<file path="config.mk">
export PLATFORM = sky130hd
export DESIGN_NAME = led_capacity_display
export DESIGN_NICKNAME = d
export VERILOG_FILES = /design/src/hw/led_display_pkg.sv /design/src/hw/bank_timer.sv /design/src/hw/led_capacity_display.sv
export SDC_FILE = /design/constraint.sdc
export NUM_CORES = 1
export LEC_CHECK = 0
export BUFFER_PORTS_ARGS = -buffer_cell sky130_fd_sc_hd__buf_4
export CORE_MARGIN = 1
export CORE_UTILIZATION = 50
export CTS_CLUSTER_SIZE = 12
export DETAILED_ROUTE_END_ITERATION = 7
export PLACE_DENSITY = 0.69
export SETUP_SLACK_MARGIN = 0.15
export SLEW_MARGIN = 30
export SYNTH_ARGS = -nofsm -noshare
export SYNTH_HDL_FRONTEND = slang
export SYNTH_HIERARCHICAL = 1
export SYNTH_SLANG_ARGS = --single-unit
export TNS_END_PERCENT = 30
</file>
<file path="constraint.sdc">
create_clock -name clk_i -period 14.46 [get_ports clk_i]
set_input_delay 3.615 -clock clk_i [delete_from_list [all_inputs] [get_ports clk_i]]
set_output_delay 3.615 -clock clk_i [all_outputs]
set_load 0.005 [all_outputs]
</file>
<file path="src/hw/led_display_pkg.sv">
// Constants shared by the LED capacity display and its bank timer
package led_display_pkg;

    // ************************************************
    // Timebase
    // ************************************************
    localparam int CLK_HZ         = 40_000_000;
    localparam int MUX_HZ         = 100;
    localparam int BANK_ON_PCT    = 30;
    localparam int BLINK_HZ       = 4;
    localparam int MUX_PERIOD_CYC = CLK_HZ / MUX_HZ;
    localparam int BANK_ON_CYC    = MUX_PERIOD_CYC * BANK_ON_PCT / 100;
    localparam int BLINK_HALF_CYC = CLK_HZ / (2 * BLINK_HZ);

    // ************************************************
    // Widths and segment layout
    // ************************************************
    localparam int CHARGE_W = 16;
    localparam int SEG_N    = 6;
    localparam int FIFTHS   = 5;
    localparam int ADDR_W   = 4;
    localparam int DATA_W   = 16;
    localparam int SCALE_W  = 5;
    localparam int SCALE_SH = 4;
    localparam logic [SEG_N-1:0] ODD_BANK_MASK  = 6'h15;
    localparam logic [SEG_N-1:0] EVEN_BANK_MASK = 6'h2a;

    // ************************************************
    // Register map and reset values
    // ************************************************
    localparam logic [ADDR_W-1:0] REG_CTRL       = 4'h0;
    localparam logic [ADDR_W-1:0] REG_THRESH     = 4'h1;
    localparam logic [ADDR_W-1:0] REG_LEARNED    = 4'h2;
    localparam logic [ADDR_W-1:0] REG_STATUS     = 4'h3;
    localparam logic [ADDR_W-1:0] REG_PROGRAMMED = 4'h4;
    localparam int                CTRL_ABS_BIT   = 0;
    localparam logic [DATA_W-1:0] CTRL_RESET     = 16'h0000;
    localparam logic [DATA_W-1:0] THRESH_RESET   = 16'h0177;
    localparam logic signed [DATA_W-1:0] DISCHARGE_LIMIT_UV = -16'sh0fa0;

    typedef enum logic [1:0] {SHOW_OFF, SHOW_ALWAYS, SHOW_ACTIVITY} show_mode_e;

endpackage

</file>
<file path="src/hw/bank_timer.sv">
// Bank alternation, duty window and low-battery blink timebase
`timescale 1ns/10ps
module bank_timer #(
    parameter int PERIOD_CYC = led_display_pkg::MUX_PERIOD_CYC,
    parameter int ON_CYC     = led_display_pkg::BANK_ON_CYC,
    parameter int BLINK_CYC  = led_display_pkg::BLINK_HALF_CYC
) (
    input  wire logic clk_i,      // System clock
    input  wire logic sys_rst_i,  // Synchronous reset
    input  wire logic ce_i,       // Clock enable
    output logic      odd_on_o,   // Odd bank window
    output logic      even_on_o,  // Even bank window
    output logic      blink_o     // Blink phase
);
    import led_display_pkg::*;

    localparam int PW = $clog2(PERIOD_CYC);
    localparam int BW = $clog2(BLINK_CYC);
    localparam logic [PW-1:0] HALF = PW'(PERIOD_CYC / 2);

    if (ON_CYC < 1 || 2 * ON_CYC > PERIOD_CYC || BLINK_CYC < 2)
        $error("bank_timer: windows overlap or counts too small");

    logic [PW-1:0] period_cnt;
    logic [PW-1:0] next_period_cnt;
    logic [BW-1:0] blink_cnt;
    logic [BW-1:0] next_blink_cnt;
    logic          next_odd_on;
    logic          next_even_on;
    logic          next_blink;

    // ************************************************
    // Counters
    // ************************************************
    always_comb
    begin
        next_period_cnt = (period_cnt == PW'(PERIOD_CYC - 1)) ? '0 : period_cnt + 1'b1;
        next_blink_cnt  = (blink_cnt == BW'(BLINK_CYC - 1)) ? '0 : blink_cnt + 1'b1;
        next_blink      = (blink_cnt == BW'(BLINK_CYC - 1)) ? ~blink_o : blink_o;
        // Windows sit half a period apart, so the banks never overlap
        next_odd_on     = next_period_cnt < PW'(ON_CYC);
        next_even_on    = next_period_cnt >= HALF && next_period_cnt < HALF + PW'(ON_CYC);
    end

    always_ff @(posedge clk_i)
    begin
        if (sys_rst_i)
        begin
            period_cnt <= '0;
            blink_cnt  <= '0;
            odd_on_o   <= 1'b1;  // Count 0 sits inside the odd window
            even_on_o  <= 1'b0;
            blink_o    <= 1'b0;
        end
        else if (ce_i)
        begin
            period_cnt <= next_period_cnt;
            blink_cnt  <= next_blink_cnt;
            odd_on_o   <= next_odd_on;
            even_on_o  <= next_even_on;
            blink_o    <= next_blink;
        end
    end

    // ************************************************
    // Checks
    // ************************************************
    logic [PW-1:0] odd_run;
    always_ff @(posedge clk_i)
    begin
        if (sys_rst_i)
            odd_run <= '0;
        else if (ce_i)
            odd_run <= odd_on_o ? odd_run + 1'b1 : '0;
    end
endmodule // bank_timer

</file>
<file path="src/hw/led_capacity_display.sv">
// Six-segment LED capacity bar driven from the gas-gauge counters
//
// Behaviour
// - Relative mode: fifths of learned capacity, no sixth
// - Absolute mode: fifths of programmed count, overfull sixth
// - Absolute mode: worn battery lights fewer segments when full
// - Temperature scales display, counter left untouched
// - Request pin high keeps segments dark
// - Floating pin: display while sense voltage shows charge or discharge
// - Request pin low lights display at once
// - Two banks of three, never together
// - Banks alternate near 100Hz, 30% each
// - First empty warning blinks segment 1 at 4Hz
// - Final empty warning blanks the whole display
// - Reset loads learned capacity from programmed count
//
// The strobed register port and the placing of the registers were decided locally.
`timescale 1ns/10ps
module led_capacity_display #(
    parameter int PERIOD_CYC = led_display_pkg::MUX_PERIOD_CYC,
    parameter int ON_CYC     = led_display_pkg::BANK_ON_CYC,
    parameter int BLINK_CYC  = led_display_pkg::BLINK_HALF_CYC
) (
    input  wire logic                                       clk_i,                        // 40 MHz clock
    input  wire logic                                       sys_rst_i,                    // Synchronous reset
    input  wire logic                                       ce_i,                         // Clock enable
    input  wire logic [led_display_pkg::ADDR_W-1:0]         addr_i,                       // Register address
    input  wire logic [led_display_pkg::DATA_W-1:0]         wdata_i,                      // Write data
    input  wire logic                                       we_i,                         // Write strobe
    input  wire logic                                       re_i,                         // Read strobe
    output logic      [led_display_pkg::DATA_W-1:0]         rdata_o,                      // Read data
    input  wire logic [led_display_pkg::CHARGE_W-1:0]       available_charge_counter_i,   // Gauge charge count
    input  wire logic [led_display_pkg::CHARGE_W-1:0]       programmed_full_count_i,      // Strapped full count
    input  wire logic                                       learn_update_i,               // Gauge relearn strobe
    input  wire logic [led_display_pkg::CHARGE_W-1:0]       learn_value_i,                // Relearned capacity
    input  wire logic [3:0]                                 temperature_gauge_reg_i,      // Temperature step
    input  wire logic signed [led_display_pkg::DATA_W-1:0]  sense_input_voltage_i,        // Sense voltage, uV
    input  wire logic                                       first_empty_warning_i,        // Low battery flag
    input  wire logic                                       final_empty_warning_i,        // Empty battery flag
    input  wire logic                                       display_request_high_i,       // Pin at supply
    input  wire logic                                       display_request_low_i,        // Pin pulled low
    output logic      [led_display_pkg::SEG_N-1:0]          led_segment_outputs_o,        // Segment drives
    output logic                                            led_common_drive_o            // LED common drive
);
    import led_display_pkg::*;

    localparam int PW = CHARGE_W + 3;

    // ************************************************
    // Helpers
    // ************************************************
    // Sixteenths of nominal charge usable at each temperature step
    function automatic logic [SCALE_W-1:0] temp_scale(input logic [3:0] code);
        unique case (code)
            4'h0, 4'h1: temp_scale = 5'h08;
            4'h2:       temp_scale = 5'h0a;
            4'h3:       temp_scale = 5'h0c;
            default:    temp_scale = 5'h10;
        endcase
    endfunction

    // Thermometer of fifths: segment k lit once charge reaches k-1 fifths
    function automatic logic [FIFTHS-1:0] seg_level(input logic [CHARGE_W-1:0] chg,
                                                   input logic [CHARGE_W-1:0] full);
        logic [PW-1:0] chg5;
        chg5 = PW'(chg) * PW'(FIFTHS);
        for (int k = 0; k < FIFTHS; k++)
            seg_level[k] = chg5 >= PW'(full) * PW'(k);
    endfunction

    // ************************************************
    // Pin synchronisers
    // ************************************************
    logic pin_high_meta;
    logic pin_high_sync;
    logic pin_low_meta;
    logic pin_low_sync;

    always_ff @(posedge clk_i)
    begin
        if (sys_rst_i)
        begin
            pin_high_meta <= 1'b0;
            pin_high_sync <= 1'b0;
            pin_low_meta  <= 1'b0;
            pin_low_sync  <= 1'b0;
        end
        else if (ce_i)
        begin
            pin_high_meta <= display_request_high_i;
            pin_high_sync <= pin_high_meta;
            pin_low_meta  <= display_request_low_i;
            pin_low_sync  <= pin_low_meta;
        end
    end

    // ************************************************
    // Registers
    // ************************************************
    logic [DATA_W-1:0]   ctrl;
    logic [DATA_W-1:0]   thresh;
    logic [CHARGE_W-1:0] learned_full_capacity;
    logic [CHARGE_W-1:0] programmed_full_count;
    logic [DATA_W-1:0]   next_ctrl;
    logic [DATA_W-1:0]   next_thresh;
    logic [CHARGE_W-1:0] next_learned;
    logic [DATA_W-1:0]   next_rdata;
    logic [DATA_W-1:0]   status_word;
    logic                display_on;
    logic                activity;
    logic                abs_mode;
    logic                odd_on;
    logic                even_on;
    logic                blink;

    assign abs_mode = ctrl[CTRL_ABS_BIT];

    always_comb
    begin
        next_ctrl    = ctrl;
        next_thresh  = thresh;
        next_learned = learned_full_capacity;
        next_rdata   = '0;
        if (we_i)
        begin
            unique case (addr_i)
                REG_CTRL:    next_ctrl    = wdata_i & 16'h0001;
                REG_THRESH:  next_thresh  = wdata_i;
                REG_LEARNED: next_learned = wdata_i;
                default:     ;
            endcase
        end
        // The gauge's own relearn wins over a software write in the same cycle
        if (learn_update_i)
            next_learned = learn_value_i;
        if (re_i)
        begin
            unique case (addr_i)
                REG_CTRL:       next_rdata = ctrl;
                REG_THRESH:     next_rdata = thresh;
                REG_LEARNED:    next_rdata = learned_full_capacity;
                REG_STATUS:     next_rdata = status_word;
                REG_PROGRAMMED: next_rdata = programmed_full_count;
                default:        next_rdata = '0;
            endcase
        end
    end

    always_ff @(posedge clk_i)
    begin
        if (sys_rst_i)
        begin
            ctrl                  <= CTRL_RESET;
            thresh                <= THRESH_RESET;
            // Strap is read only in reset; a changed strap needs a new reset
            programmed_full_count <= programmed_full_count_i;
            learned_full_capacity <= programmed_full_count_i;
            rdata_o               <= '0;
        end
        else if (ce_i)
        begin
            ctrl                  <= next_ctrl;
            thresh                <= next_thresh;
            learned_full_capacity <= next_learned;
            rdata_o               <= next_rdata;
        end
    end

    // ************************************************
    // Capacity scaling
    // ************************************************
    logic [CHARGE_W-1:0]         capped;
    logic [CHARGE_W+SCALE_W-1:0] scaled;
    logic [CHARGE_W-1:0]         adj_charge;
    logic [CHARGE_W-1:0]         scale_ref;
    logic [FIFTHS-1:0]           level;
    logic                        overfull;
    logic [SEG_N-1:0]            lit;

    always_comb
    begin
        // Charge never shows above what the pack really holds
        capped     = (available_charge_counter_i > learned_full_capacity) ?
                     learned_full_capacity : available_charge_counter_i;
        scaled     = (CHARGE_W+SCALE_W)'(capped) * (CHARGE_W+SCALE_W)'(temp_scale(temperature_gauge_reg_i));
        adj_charge = scaled[CHARGE_W+SCALE_SH-1:SCALE_SH];
        scale_ref  = abs_mode ? programmed_full_count : learned_full_capacity;
        level      = seg_level(adj_charge, scale_ref);
        overfull   = abs_mode && (adj_charge > programmed_full_count);
        lit        = {overfull, level};
        lit[0]     = level[0] && (!first_empty_warning_i || blink);
    end

    // ************************************************
    // Display request decode
    // ************************************************
    show_mode_e show_mode;

    always_comb
    begin
        // Supply level wins if both pin levels read high
        if (pin_high_sync)
            show_mode = SHOW_OFF;
        else if (pin_low_sync)
            show_mode = SHOW_ALWAYS;
        else
            show_mode = SHOW_ACTIVITY;
        activity = (sense_input_voltage_i < DISCHARGE_LIMIT_UV) ||
                   (sense_input_voltage_i > $signed(thresh));
        unique case (show_mode)
            SHOW_OFF:      display_on = 1'b0;
            SHOW_ALWAYS:   display_on = 1'b1;
            SHOW_ACTIVITY: display_on = activity;
        endcase
        if (final_empty_warning_i)
            display_on = 1'b0;
    end

    // ************************************************
    // Bank multiplexing
    // ************************************************
    logic [SEG_N-1:0] next_segments;
    logic             next_common;

    bank_timer #(
        .PERIOD_CYC (PERIOD_CYC),
        .ON_CYC     (ON_CYC),
        .BLINK_CYC  (BLINK_CYC)
    ) u_bank_timer (
        .clk_i      (clk_i),
        .sys_rst_i  (sys_rst_i),
        .ce_i       (ce_i),
        .odd_on_o   (odd_on),
        .even_on_o  (even_on),
        .blink_o    (blink)
    );

    always_comb
    begin
        next_segments = '0;
        if (display_on && odd_on)
            next_segments = lit & ODD_BANK_MASK;
        else if (display_on && even_on)
            next_segments = lit & EVEN_BANK_MASK;
        next_common = display_on && (odd_on || even_on);
    end

    always_ff @(posedge clk_i)
    begin
        if (sys_rst_i)
        begin
            led_segment_outputs_o <= '0;
            led_common_drive_o    <= 1'b0;
        end
        else if (ce_i)
        begin
            led_segment_outputs_o <= next_segments;
            led_common_drive_o    <= next_common;
        end
    end

    assign status_word = {5'h00, blink, even_on, odd_on, activity, display_on, led_segment_outputs_o};
endmodule // led_capacity_display

</file>
==> results of run 1 <==
## cell type report
type | instances | share of cell area, %
Inverter | 116 | 3.18
Multi-Input combinational cell | 1134 | 62.5
Sequential cell | 121 | 20.0
Clock inverter | 15 | 1.33
Clock buffer | 17 | 3.10
Timing Repair Buffer | 128 | 7.01
Tap cell | 319 | 2.91
## flip-flops by register name, indices dropped and copies added (netlist names)
register,cells
programmed_full_count,16
pin_low_sync,1
pin_low_meta,1
u_bank_timer/odd_on_o,1
pin_high_meta,1
u_bank_timer/blink_o,1
pin_high_sync,1
learned_full_capacity,16
u_bank_timer/even_on_o,1
thresh,16
led_segment_outputs_o,6
u_bank_timer/blink_cnt,23
led_common_drive_o,1
u_bank_timer/period_cnt,19
rdata_o,16
ctrl,1
## power breakdown
part	total, mW	leakage [nW]	internal, mW	switching, mW
logic	1.45	4.84	0.620	0.831
clock network	0.440	0.289	0.285	0.155
registers	0.383	1.04	0.363	0.0197
total	2.27	6.17	1.27	1.01
## cells by family (layout without fill, tap and decap cells)
family          Yosys count  in the layout  share of synthesized area (%)
flops                   121            121                           23.0
simple gates            441            441                           18.1
buf+inv                 171            276                           5.52
other cells               1              1                         0.0314
mux                      62             62                           5.20
xor+xnor                 80             80                           5.99
compound gates          333            333                           18.5
fa+ha+maj               217            217                           23.7
## routing by layer
layer | up-vias | global-route usage (%)
met3 | 45 | 3.07
li1 | 5342 | -
met2 | 344 | 44.9
met4 | 0 | 10.0
met5 | - | 0
met1 | 4985 | 39.0
## worst paths after layout
check | startpoint | end | depth (start not counted)
worst max-delay path | available_charge_counter_i[14] | led_segment_outputs_o[3] | 34
worst min-delay path | led_common_drive_o | led_common_drive_o | 2
worst max register to register | learned_full_capacity[1] | led_segment_outputs_o[3] | 34
worst min register to register | led_common_drive_o | led_common_drive_o | 2
## per-stage QoR
stage / worst slack, ns / power (mW) / instance area (um2)
6_report: 2.37 / 2.27 / 13700
3_5_place_dp: 2.04 / 1.81 / 13100
5_1_grt: 1.71 / 2.50 / 13700
2_1_floorplan: 3.20 / 1.45 / 12000
4_1_cts: 2.42 / 2.27 / 13700
3_3_place_gp: 2.30 / 1.79 / 13100
## worst register-to-register path: cells and delay by family, from the launching register on
family | cells | cell delay [ns]
AND/OR/NAND/NOR | 7 | 0.85
multiplexers | 2 | 0.49
XOR/XNOR | 2 | 0.77
AO/OA/AOI/OAI | 12 | 3.26
buffers and inverters | 3 | 0.55
flip-flops | 1 | 0.49
adder cells (fa/ha/maj) | 8 | 2.81
## cell usage in the layout (no fill, tap or decap), drive strengths merged, types with 5 or more instances in the layout
cell type and n:
a221oi 5, and3 15, or3 8, nor4b 6, o31ai 6, nand4 25
xnor2 38, a2111oi 7, inv 115, nand2b 7, nor2b 17, a211o 13
o21a 23, nand2 114, a21oi 95, dfxtp 89, a222oi 7, nand3 37
xor2 42, o21ai 67, nor4 16, nor2 147, ha 200, edfxtp 32
buf 128, and4 6, nand3b 5, clkbuf 17, clkinv 8, fa 16
a31oi 6, or2 10, a22oi 20, a211oi 13, o211ai 11, a21o 25
nor3 21, mux2i 61
==> reports/metrics.cfg, run 1 <==
[critical_path]
worstSetupPathType = in2reg
crit_path_top_delay_cell = fa_1
max_stage_delay_ns = 0.48
crit_family = compound AO/OA/AOI/OAI gates
cp.arrival_ns = 12.41
crit_top_cell = ha_1
worstPathRequired_ns = 14.77
start_kind = primary input
regToRegSetupSlack_ns = 5.15
critical_path_peak_fanout = 10
setup.worst_path.end_class = flop
crit_buf_inv = 3

[floorplan]
die_h_um = 157
die-area_um2 = 24500
fp-row-count = 56
start_util_pct = 50.9
die_w_um = 157
core_um2 = 23500
io_pins = 121

[logic_synthesis]
synth_most_common_cell = ha_1
synthesis.area_um2 = 12000
ys_seq_area_share_pct = 23.0
synthCells = 1426
syn-num-nets = 1740
syn_area_per_cell_um2 = 8.38
synth-warning-count = 6
synthTopCellsByCount = ha_1 (200), nor2_1 (147), inv_1 (115), nand2_1 (114), a21oi_1 (95)
synthTopCellsByArea = ha_1 (21%), dfxtp_1 (15%), edfxtp_1 (8.0%)
synth_cell_types = 79
synth_edf_count = 32
ys_ff_latch = 121
synthFlopType = dfxtp_1
synth_top_area_cell = ha_1
synth_top_area_share_pct = 20.9
async_flop_share_pct = 0

[route]
m1WireLength_mm = 15.8
totalWireLength_mm = 33.4
vias_per_cell = 5.79
drc = 0
drtAntennaViolNets = 0
met2_length_mm = 14.7
met3WireLength_mm = 1.97
top_layer = met4
via_count = 10700
routedWlPerCell_um = 18.0
firstDrtPassIters = 5
drt_iter0_drc = 921

[sta]
skew_ns = 0.00664
period_share_pct = 83.6
setup_viol = 0
worst_pin_slew_ns = 0.842
fmax_mhz = 82.7
rsz0062_at_grt = false
relSlewSlack_pct = 43.9
whs_ns = 0.481
maxSlewViolCount = 0
finalSetupTns_ns = 0
final_hold_viol_count = 0
min_period_ns = 12.09

[placed_design]
post-dp-hpwl_mm = 26.8
dp.cells = 1818
port_buffers = 120
gp_congestion = 0.953

[cells_and_area]
drive_gt1_share_pct = 12.4
regArea_um2 = 2740
fin_util_pct = 58.4
diodes = 0
area_growth_pct = 14.7
fillerInstances = 2149
final_nets = 1832
multi_input_area_um2 = 8560
instances_no_fill = 1850

[power]
powerDensity_nw_per_um2 = 166
leakage_nw = 6.17
ir_worst_vdd_mv = 0.0979

[grt]
antenna_found_initial = 0
grt_max_degree = 79
grt_pass1_vias = 10100
overflow = 0
grt_first_pass_wirelength_mm = 53.5
grtUsageTotal_pct = 28.1

[cts]
clk_pin_slew_ns = 0.05
cts_hold_buffers = 0
root_buffer = clkbuf_16
htreeDepth = 4
post_cts_buffers = 0
clock_latency_ns = 0.41
ctsResizeCount = 0
cts_buffers = 17
cts_tree = done
clock_path_buffers = 2
clkSinkCount = 121

[run]
cap_violations = 0

[worst_hold_path]
hp-class = reg2reg

[run_status]
outcome = completed

(Power assumes the default switching activity.)
==> run 2, diff against run 1 <==
clock period = 12 ns   (was 14.46 ns; I/O delays follow)
==> run 2 against run 1 <==
Against the previous run: wire length up 1.6%; clock power up 24%; cell area up 0.39%; hold slack better by 0.010 ns; non-clock buffer count up 2; sequential power up 21%; largest cell class unchanged; largest power group unchanged.
==> reports/metrics.cfg, run 2 (synthesis gave the netlist of run 1 again) <==
[placed_design]
dpl_cell_area_um2 = 13100
dp.cells = 1820
port_buffers = 120
gp_congestion = 0.896
dp_slack_ns = 0.333
post-dp-hpwl_mm = 27.0

[cells_and_area]
layout_common_cells = ha_1 (200), nor2_1 (146), buf_4 (130), inv_1 (115), nand2_1 (114)
fin_util_pct = 58.6
final_common_cell = ha_1
reg_top3 = u_bank_timer/blink_cnt x23, u_bank_timer/period_cnt x19
postLayoutCellArea_um2 = 13800
fillerInstances = 2168
largest_register = u_bank_timer/blink_cnt
instances_no_fill = 1852
drive_gt1_share_pct = 12.6
largest_reg_flops = 23
area_growth_pct = 15.2
diodes = 0
final_nets = 1834

[critical_path]
worstReg2RegStart = learned_full_capacity[14]
worst_r2r_endpoint = led_segment_outputs_o[3]
critical_path_peak_fanout = 11
cp.arrival_ns = 11.54
crit_top_cell = ha_1
start_kind = primary input
setup.worst_path.end_class = flop
regToRegSetupSlack_ns = 2.95
reg2reg_depth = 34
worstSetupPathType = in2reg
crit_path_top_delay_cell = fa_1
crit_end = led_segment_outputs_o[3]
max_stage_delay_ns = 0.45
cp-startpoint = available_charge_counter_i[14]
worstPathRequired_ns = 12.32

[sta]
maxSlewViolCount = 0
setup_ws_ns = 0.776
setup_viol = 0
relSlewSlack_pct = 45.5
rsz0062_at_grt = false
period_share_pct = 93.5
skew_ns = 0.0114
min_period_ns = 11.22
final_hold_viol_count = 0
fmax_mhz = 89.1
finalSetupTns_ns = 0
worst_pin_slew_ns = 0.817

[route]
vias_per_cell = 5.84
totalWireLength_mm = 33.9
firstDrtPassIters = 5
via_count = 10800
drtAntennaViolNets = 0
routedWlPerCell_um = 18.3
drc = 0
drt_iter0_drc = 896

[grt]
grtUsageTotal_pct = 28.3
grt_max_degree = 76
grt_first_pass_wirelength_mm = 54.2
overflow = 0
grt_pass1_vias = 10400
antenna_found_initial = 0

[worst_hold_path]
hp-class = reg2reg

[power]
seqPwrFrac_pct = 16.7
switching_share_pct = 43.7
p_switching_mw = 1.21
ir_worst_vdd_mv = 0.111
clkPwrFrac_pct = 19.7
combinationalPowerShare_pct = 63.6
p_int_mw = 1.56
powerDensity_nw_per_um2 = 201
leakage_nw = 6.20

[floorplan]
core_um2 = 23500
die_w_um = 157
start_util_pct = 50.9
die-area_um2 = 24500
io_pins = 121
die_h_um = 157
fp-row-count = 56

[run]
cap_violations = 0

[cts]
cts_buffers = 17
clock_latency_ns = 0.41
htreeDepth = 4
post_cts_buffers = 0
cts_tree = done
root_buffer = clkbuf_16
clock_path_buffers = 2
cts_hold_buffers = 0
clk_pin_slew_ns = 0.06
clkSinkCount = 121

[run_status]
outcome = completed

## run 2: cell types whose count changed in the layout (fill, tap and decap cells not counted), sizes merged
cell	previous run	this run
clkbuf	17	21
buf	128	130
clkinvlp	4	2
bufinv	4	3
clkinv	8	7
## run 2: critical path, delay by kind of cell
family	cells	cell delay [ns]
and+or+nand+nor	8	1.07
adders and majority gates	8	2.72
xor gates and xnor gates	2	0.81
AOI/OAI and AO/OA	11	3.01
muxes	2	0.44
buffers and inverters	3	0.48
## run 2: power groups by stage
| stage | Combinational, mW | Clock [mW] | Sequential [mW] |
|---|---|---|---|
| 6_report | 1.76 | 0.546 | 0.462 |
| 5_1_grt | 2.00 | 0.569 | 0.464 |
| 4_1_cts | 1.75 | 0.552 | 0.461 |
| 3_5_place_dp | 1.72 | 0 | 0.470 |
| 3_3_place_gp | 1.69 | 0 | 0.470 |
| 2_1_floorplan | 1.29 | 0 | 0.456 |
## run 2: area by class of cell
type / count / area [um2] / share of cell area, %
repair buffers: 130 / 976 / 7.09
clock buffers: 21 / 504 / 3.66
clock inverters: 11 / 139 / 1.01
well taps: 319 / 399 / 2.90
inverters: 116 / 435 / 3.16
flip-flops and latches: 121 / 2740 / 19.9
multi-input cells: 1134 / 8570 / 62.2
## run 2: worst min-delay path by stage
stage,endpoint,from,cells past startpoint
after global placement,thresh[7],thresh[7],2
after CTS,rdata_o[6],rdata_o[6],2
after global routing,thresh[3],thresh[3],2
after detailed placement,pin_low_sync,pin_low_sync,2
after floorplan,thresh[11],thresh[11],2
final,rdata_o[10],rdata_o[10],2
## run 2: metrics by stage
stage	power [mW]	hold WS (ns)
5_1_grt	3.03	0.514
4_1_cts	2.76	0.493
2_1_floorplan	1.75	0.449
3_5_place_dp	2.19	0.477
3_3_place_gp	2.16	0.473
6_report	2.77	0.492
## run 2: metal layers
layer,up-vias,share of wire [%],global-route usage (%)
met2,336,45,46.1
met4,0,3.2,10.9
li1,5351,-,-
met3,60,6.1,3.96
met1,5066,46,37.9
met5,-,0,0
## run 2: repair_timing
| item | CTS | global route |
|---|---|---|
| hold endpoints to repair | 0 | 0 |
| resized for setup | 0 | 1 |
| setup endpoints to repair | 0 | 1 |
==> run 3, diff against run 2 <==
CORE_ASPECT_RATIO = 0.7   (was not set)
==> run 3 against run 2 <==
Against the previous run: flip-flop and latch count is the same; critical path type unchanged; critical endpoint unchanged; clock-buffer cell count grew 1; hold slack lost 0.029 ns.
==> reports/metrics.cfg, run 3 (synthesis gave the netlist of run 1 again) <==
[cts]
cts_hold_buffers = 0
root_buffer = clkbuf_16
clock_latency_ns = 0.41
htreeDepth = 4
cts_tree = done
ctsResizeCount = 0
clkSinkCount = 121
post_cts_buffers = 0
clk_pin_slew_ns = 0.05
clock_path_buffers = 2
cts_buffers = 17

[route]
routedWlPerCell_um = 18.8
vias_per_cell = 5.94
firstDrtPassIters = 7
via_count = 11000
totalWireLength_mm = 34.7
drc = 0
drt_iter0_drc = 969
drtAntennaViolNets = 0

[floorplan]
start_util_pct = 51.9
die_h_um = 131
core_um2 = 23000
fp-row-count = 46
io_pins = 121
die-area_um2 = 24500
die_w_um = 187

[critical_path]
crit_top_cell = ha_1
crit_path_top_delay_cell = fa_1
regToRegSetupSlack_ns = 2.82
worst_r2r_endpoint = led_segment_outputs_o[3]
reg2reg_depth = 32
worstSetupPathType = in2reg
critical_path_peak_fanout = 7
setup.worst_path.end_class = flop
worstReg2RegStart = learned_full_capacity[15]
worstPathRequired_ns = 12.31
max_stage_delay_ns = 0.49
cp.arrival_ns = 11.53
start_kind = primary input

[cells_and_area]
largest_register = u_bank_timer/blink_cnt
area_growth_pct = 14.6
reg_top3 = u_bank_timer/blink_cnt x23, u_bank_timer/period_cnt x19
drive_gt1_share_pct = 12.5
final_nets = 1834
fillerInstances = 2087
diodes = 0
instances_no_fill = 1845
largest_reg_flops = 23
layout_common_cells = ha_1 (200), nor2_1 (146), buf_4 (130), inv_1 (115), nand2_1 (114)
postLayoutCellArea_um2 = 13700
final_common_cell = ha_1

[sta]
rsz0062_at_grt = false
period_share_pct = 93.5
worst_pin_slew_ns = 0.943
min_period_ns = 11.22
skew_ns = 0.00936
final_hold_viol_count = 0
maxSlewViolCount = 0
whs_ns = 0.463
relSlewSlack_pct = 36.4
finalSetupTns_ns = 0
setup_ws_ns = 0.784
fmax_mhz = 89.2
setup_viol = 0

[grt]
grt_pass1_vias = 10300
overflow = 0
antenna_found_initial = 0
grtUsageTotal_pct = 28.2
grt_max_degree = 62
grt_first_pass_wirelength_mm = 55.4

[worst_hold_path]
hp-class = reg2reg
holdPathEnd = led_common_drive_o
hp-start = led_common_drive_o
min_path_cells = 2

[placed_design]
dpl_cell_area_um2 = 13100
gp_congestion = 0.915
dp_slack_ns = 0.221
post-dp-hpwl_mm = 27.9
port_buffers = 120
dp.cells = 1813

[power]
ir_worst_vdd_mv = 0.112
leakage_nw = 6.16
powerDensity_nw_per_um2 = 201

[run_status]
outcome = completed

[run]
cap_violations = 0

[run 3: changes by cell type in the layout (fill, tap and decap cells not counted), sizes merged]
cell and change:
bufinv -1, clkbuf +1, clkinv +1, clkinvlp -1
[run 3: worst max path at each step]
stage | depth (start not counted) | endpoint | slack [ns] | startpoint
finish | 32 | led_segment_outputs_o[3] | 0.78 | available_charge_counter_i[14]
global route | 33 | led_segment_outputs_o[3] | 0.20 | available_charge_counter_i[14]
detailed placement | 32 | led_segment_outputs_o[3] | 0.22 | available_charge_counter_i[14]
global placement | 32 | led_segment_outputs_o[3] | 0.49 | available_charge_counter_i[14]
floorplan | 33 | led_segment_outputs_o[3] | 1.35 | available_charge_counter_i[14]
CTS | 32 | led_segment_outputs_o[3] | 0.61 | available_charge_counter_i[14]
[run 3: metal layers]
layer	vias up	track usage [%]	wire, um
met5	-	0	0
met2	369	41.7	14200
met1	5188	41.6	17300
met3	48	5.24	2430
li1	5360	-	-
met4	0	7.88	758
[run 3: stage by stage]
stage	util (%)	power [mW]
3_5_place_dp	56.9	2.22
2_1_floorplan	-	1.75
4_1_cts	59.3	2.72
3_3_place_gp	56.9	2.16
6_report	59.5	2.75
5_1_grt	59.5	3.00
[run 3: area by class of cell]
cell class,count,area (um2),share of cell area [%]
Clock buffer,22,454,3.32
Clock inverter,10,101,0.740
Inverter,116,435,3.18
Multi-Input combinational cell,1134,8590,62.8
Sequential cell,121,2740,20.0
Tap cell,312,390,2.85
Timing Repair Buffer,130,976,7.13
[run 3: critical path, delay by kind of cell]
kind | cells | cell delay, ns
buffers and inverters | 1 | 0.12
AND/OR/NAND/NOR | 8 | 1.39
adder cells (fa/ha/maj) | 8 | 2.71
multiplexers | 2 | 0.60
AO/OA/AOI/OAI | 11 | 3.10
XOR/XNOR | 2 | 0.59
[run 3: report_power, final]
part / internal, mW / switching [mW]
combinational: 0.762 / 1.04
clock: 0.308 / 0.178
sequential: 0.438 / 0.0220
total: 1.51 / 1.24
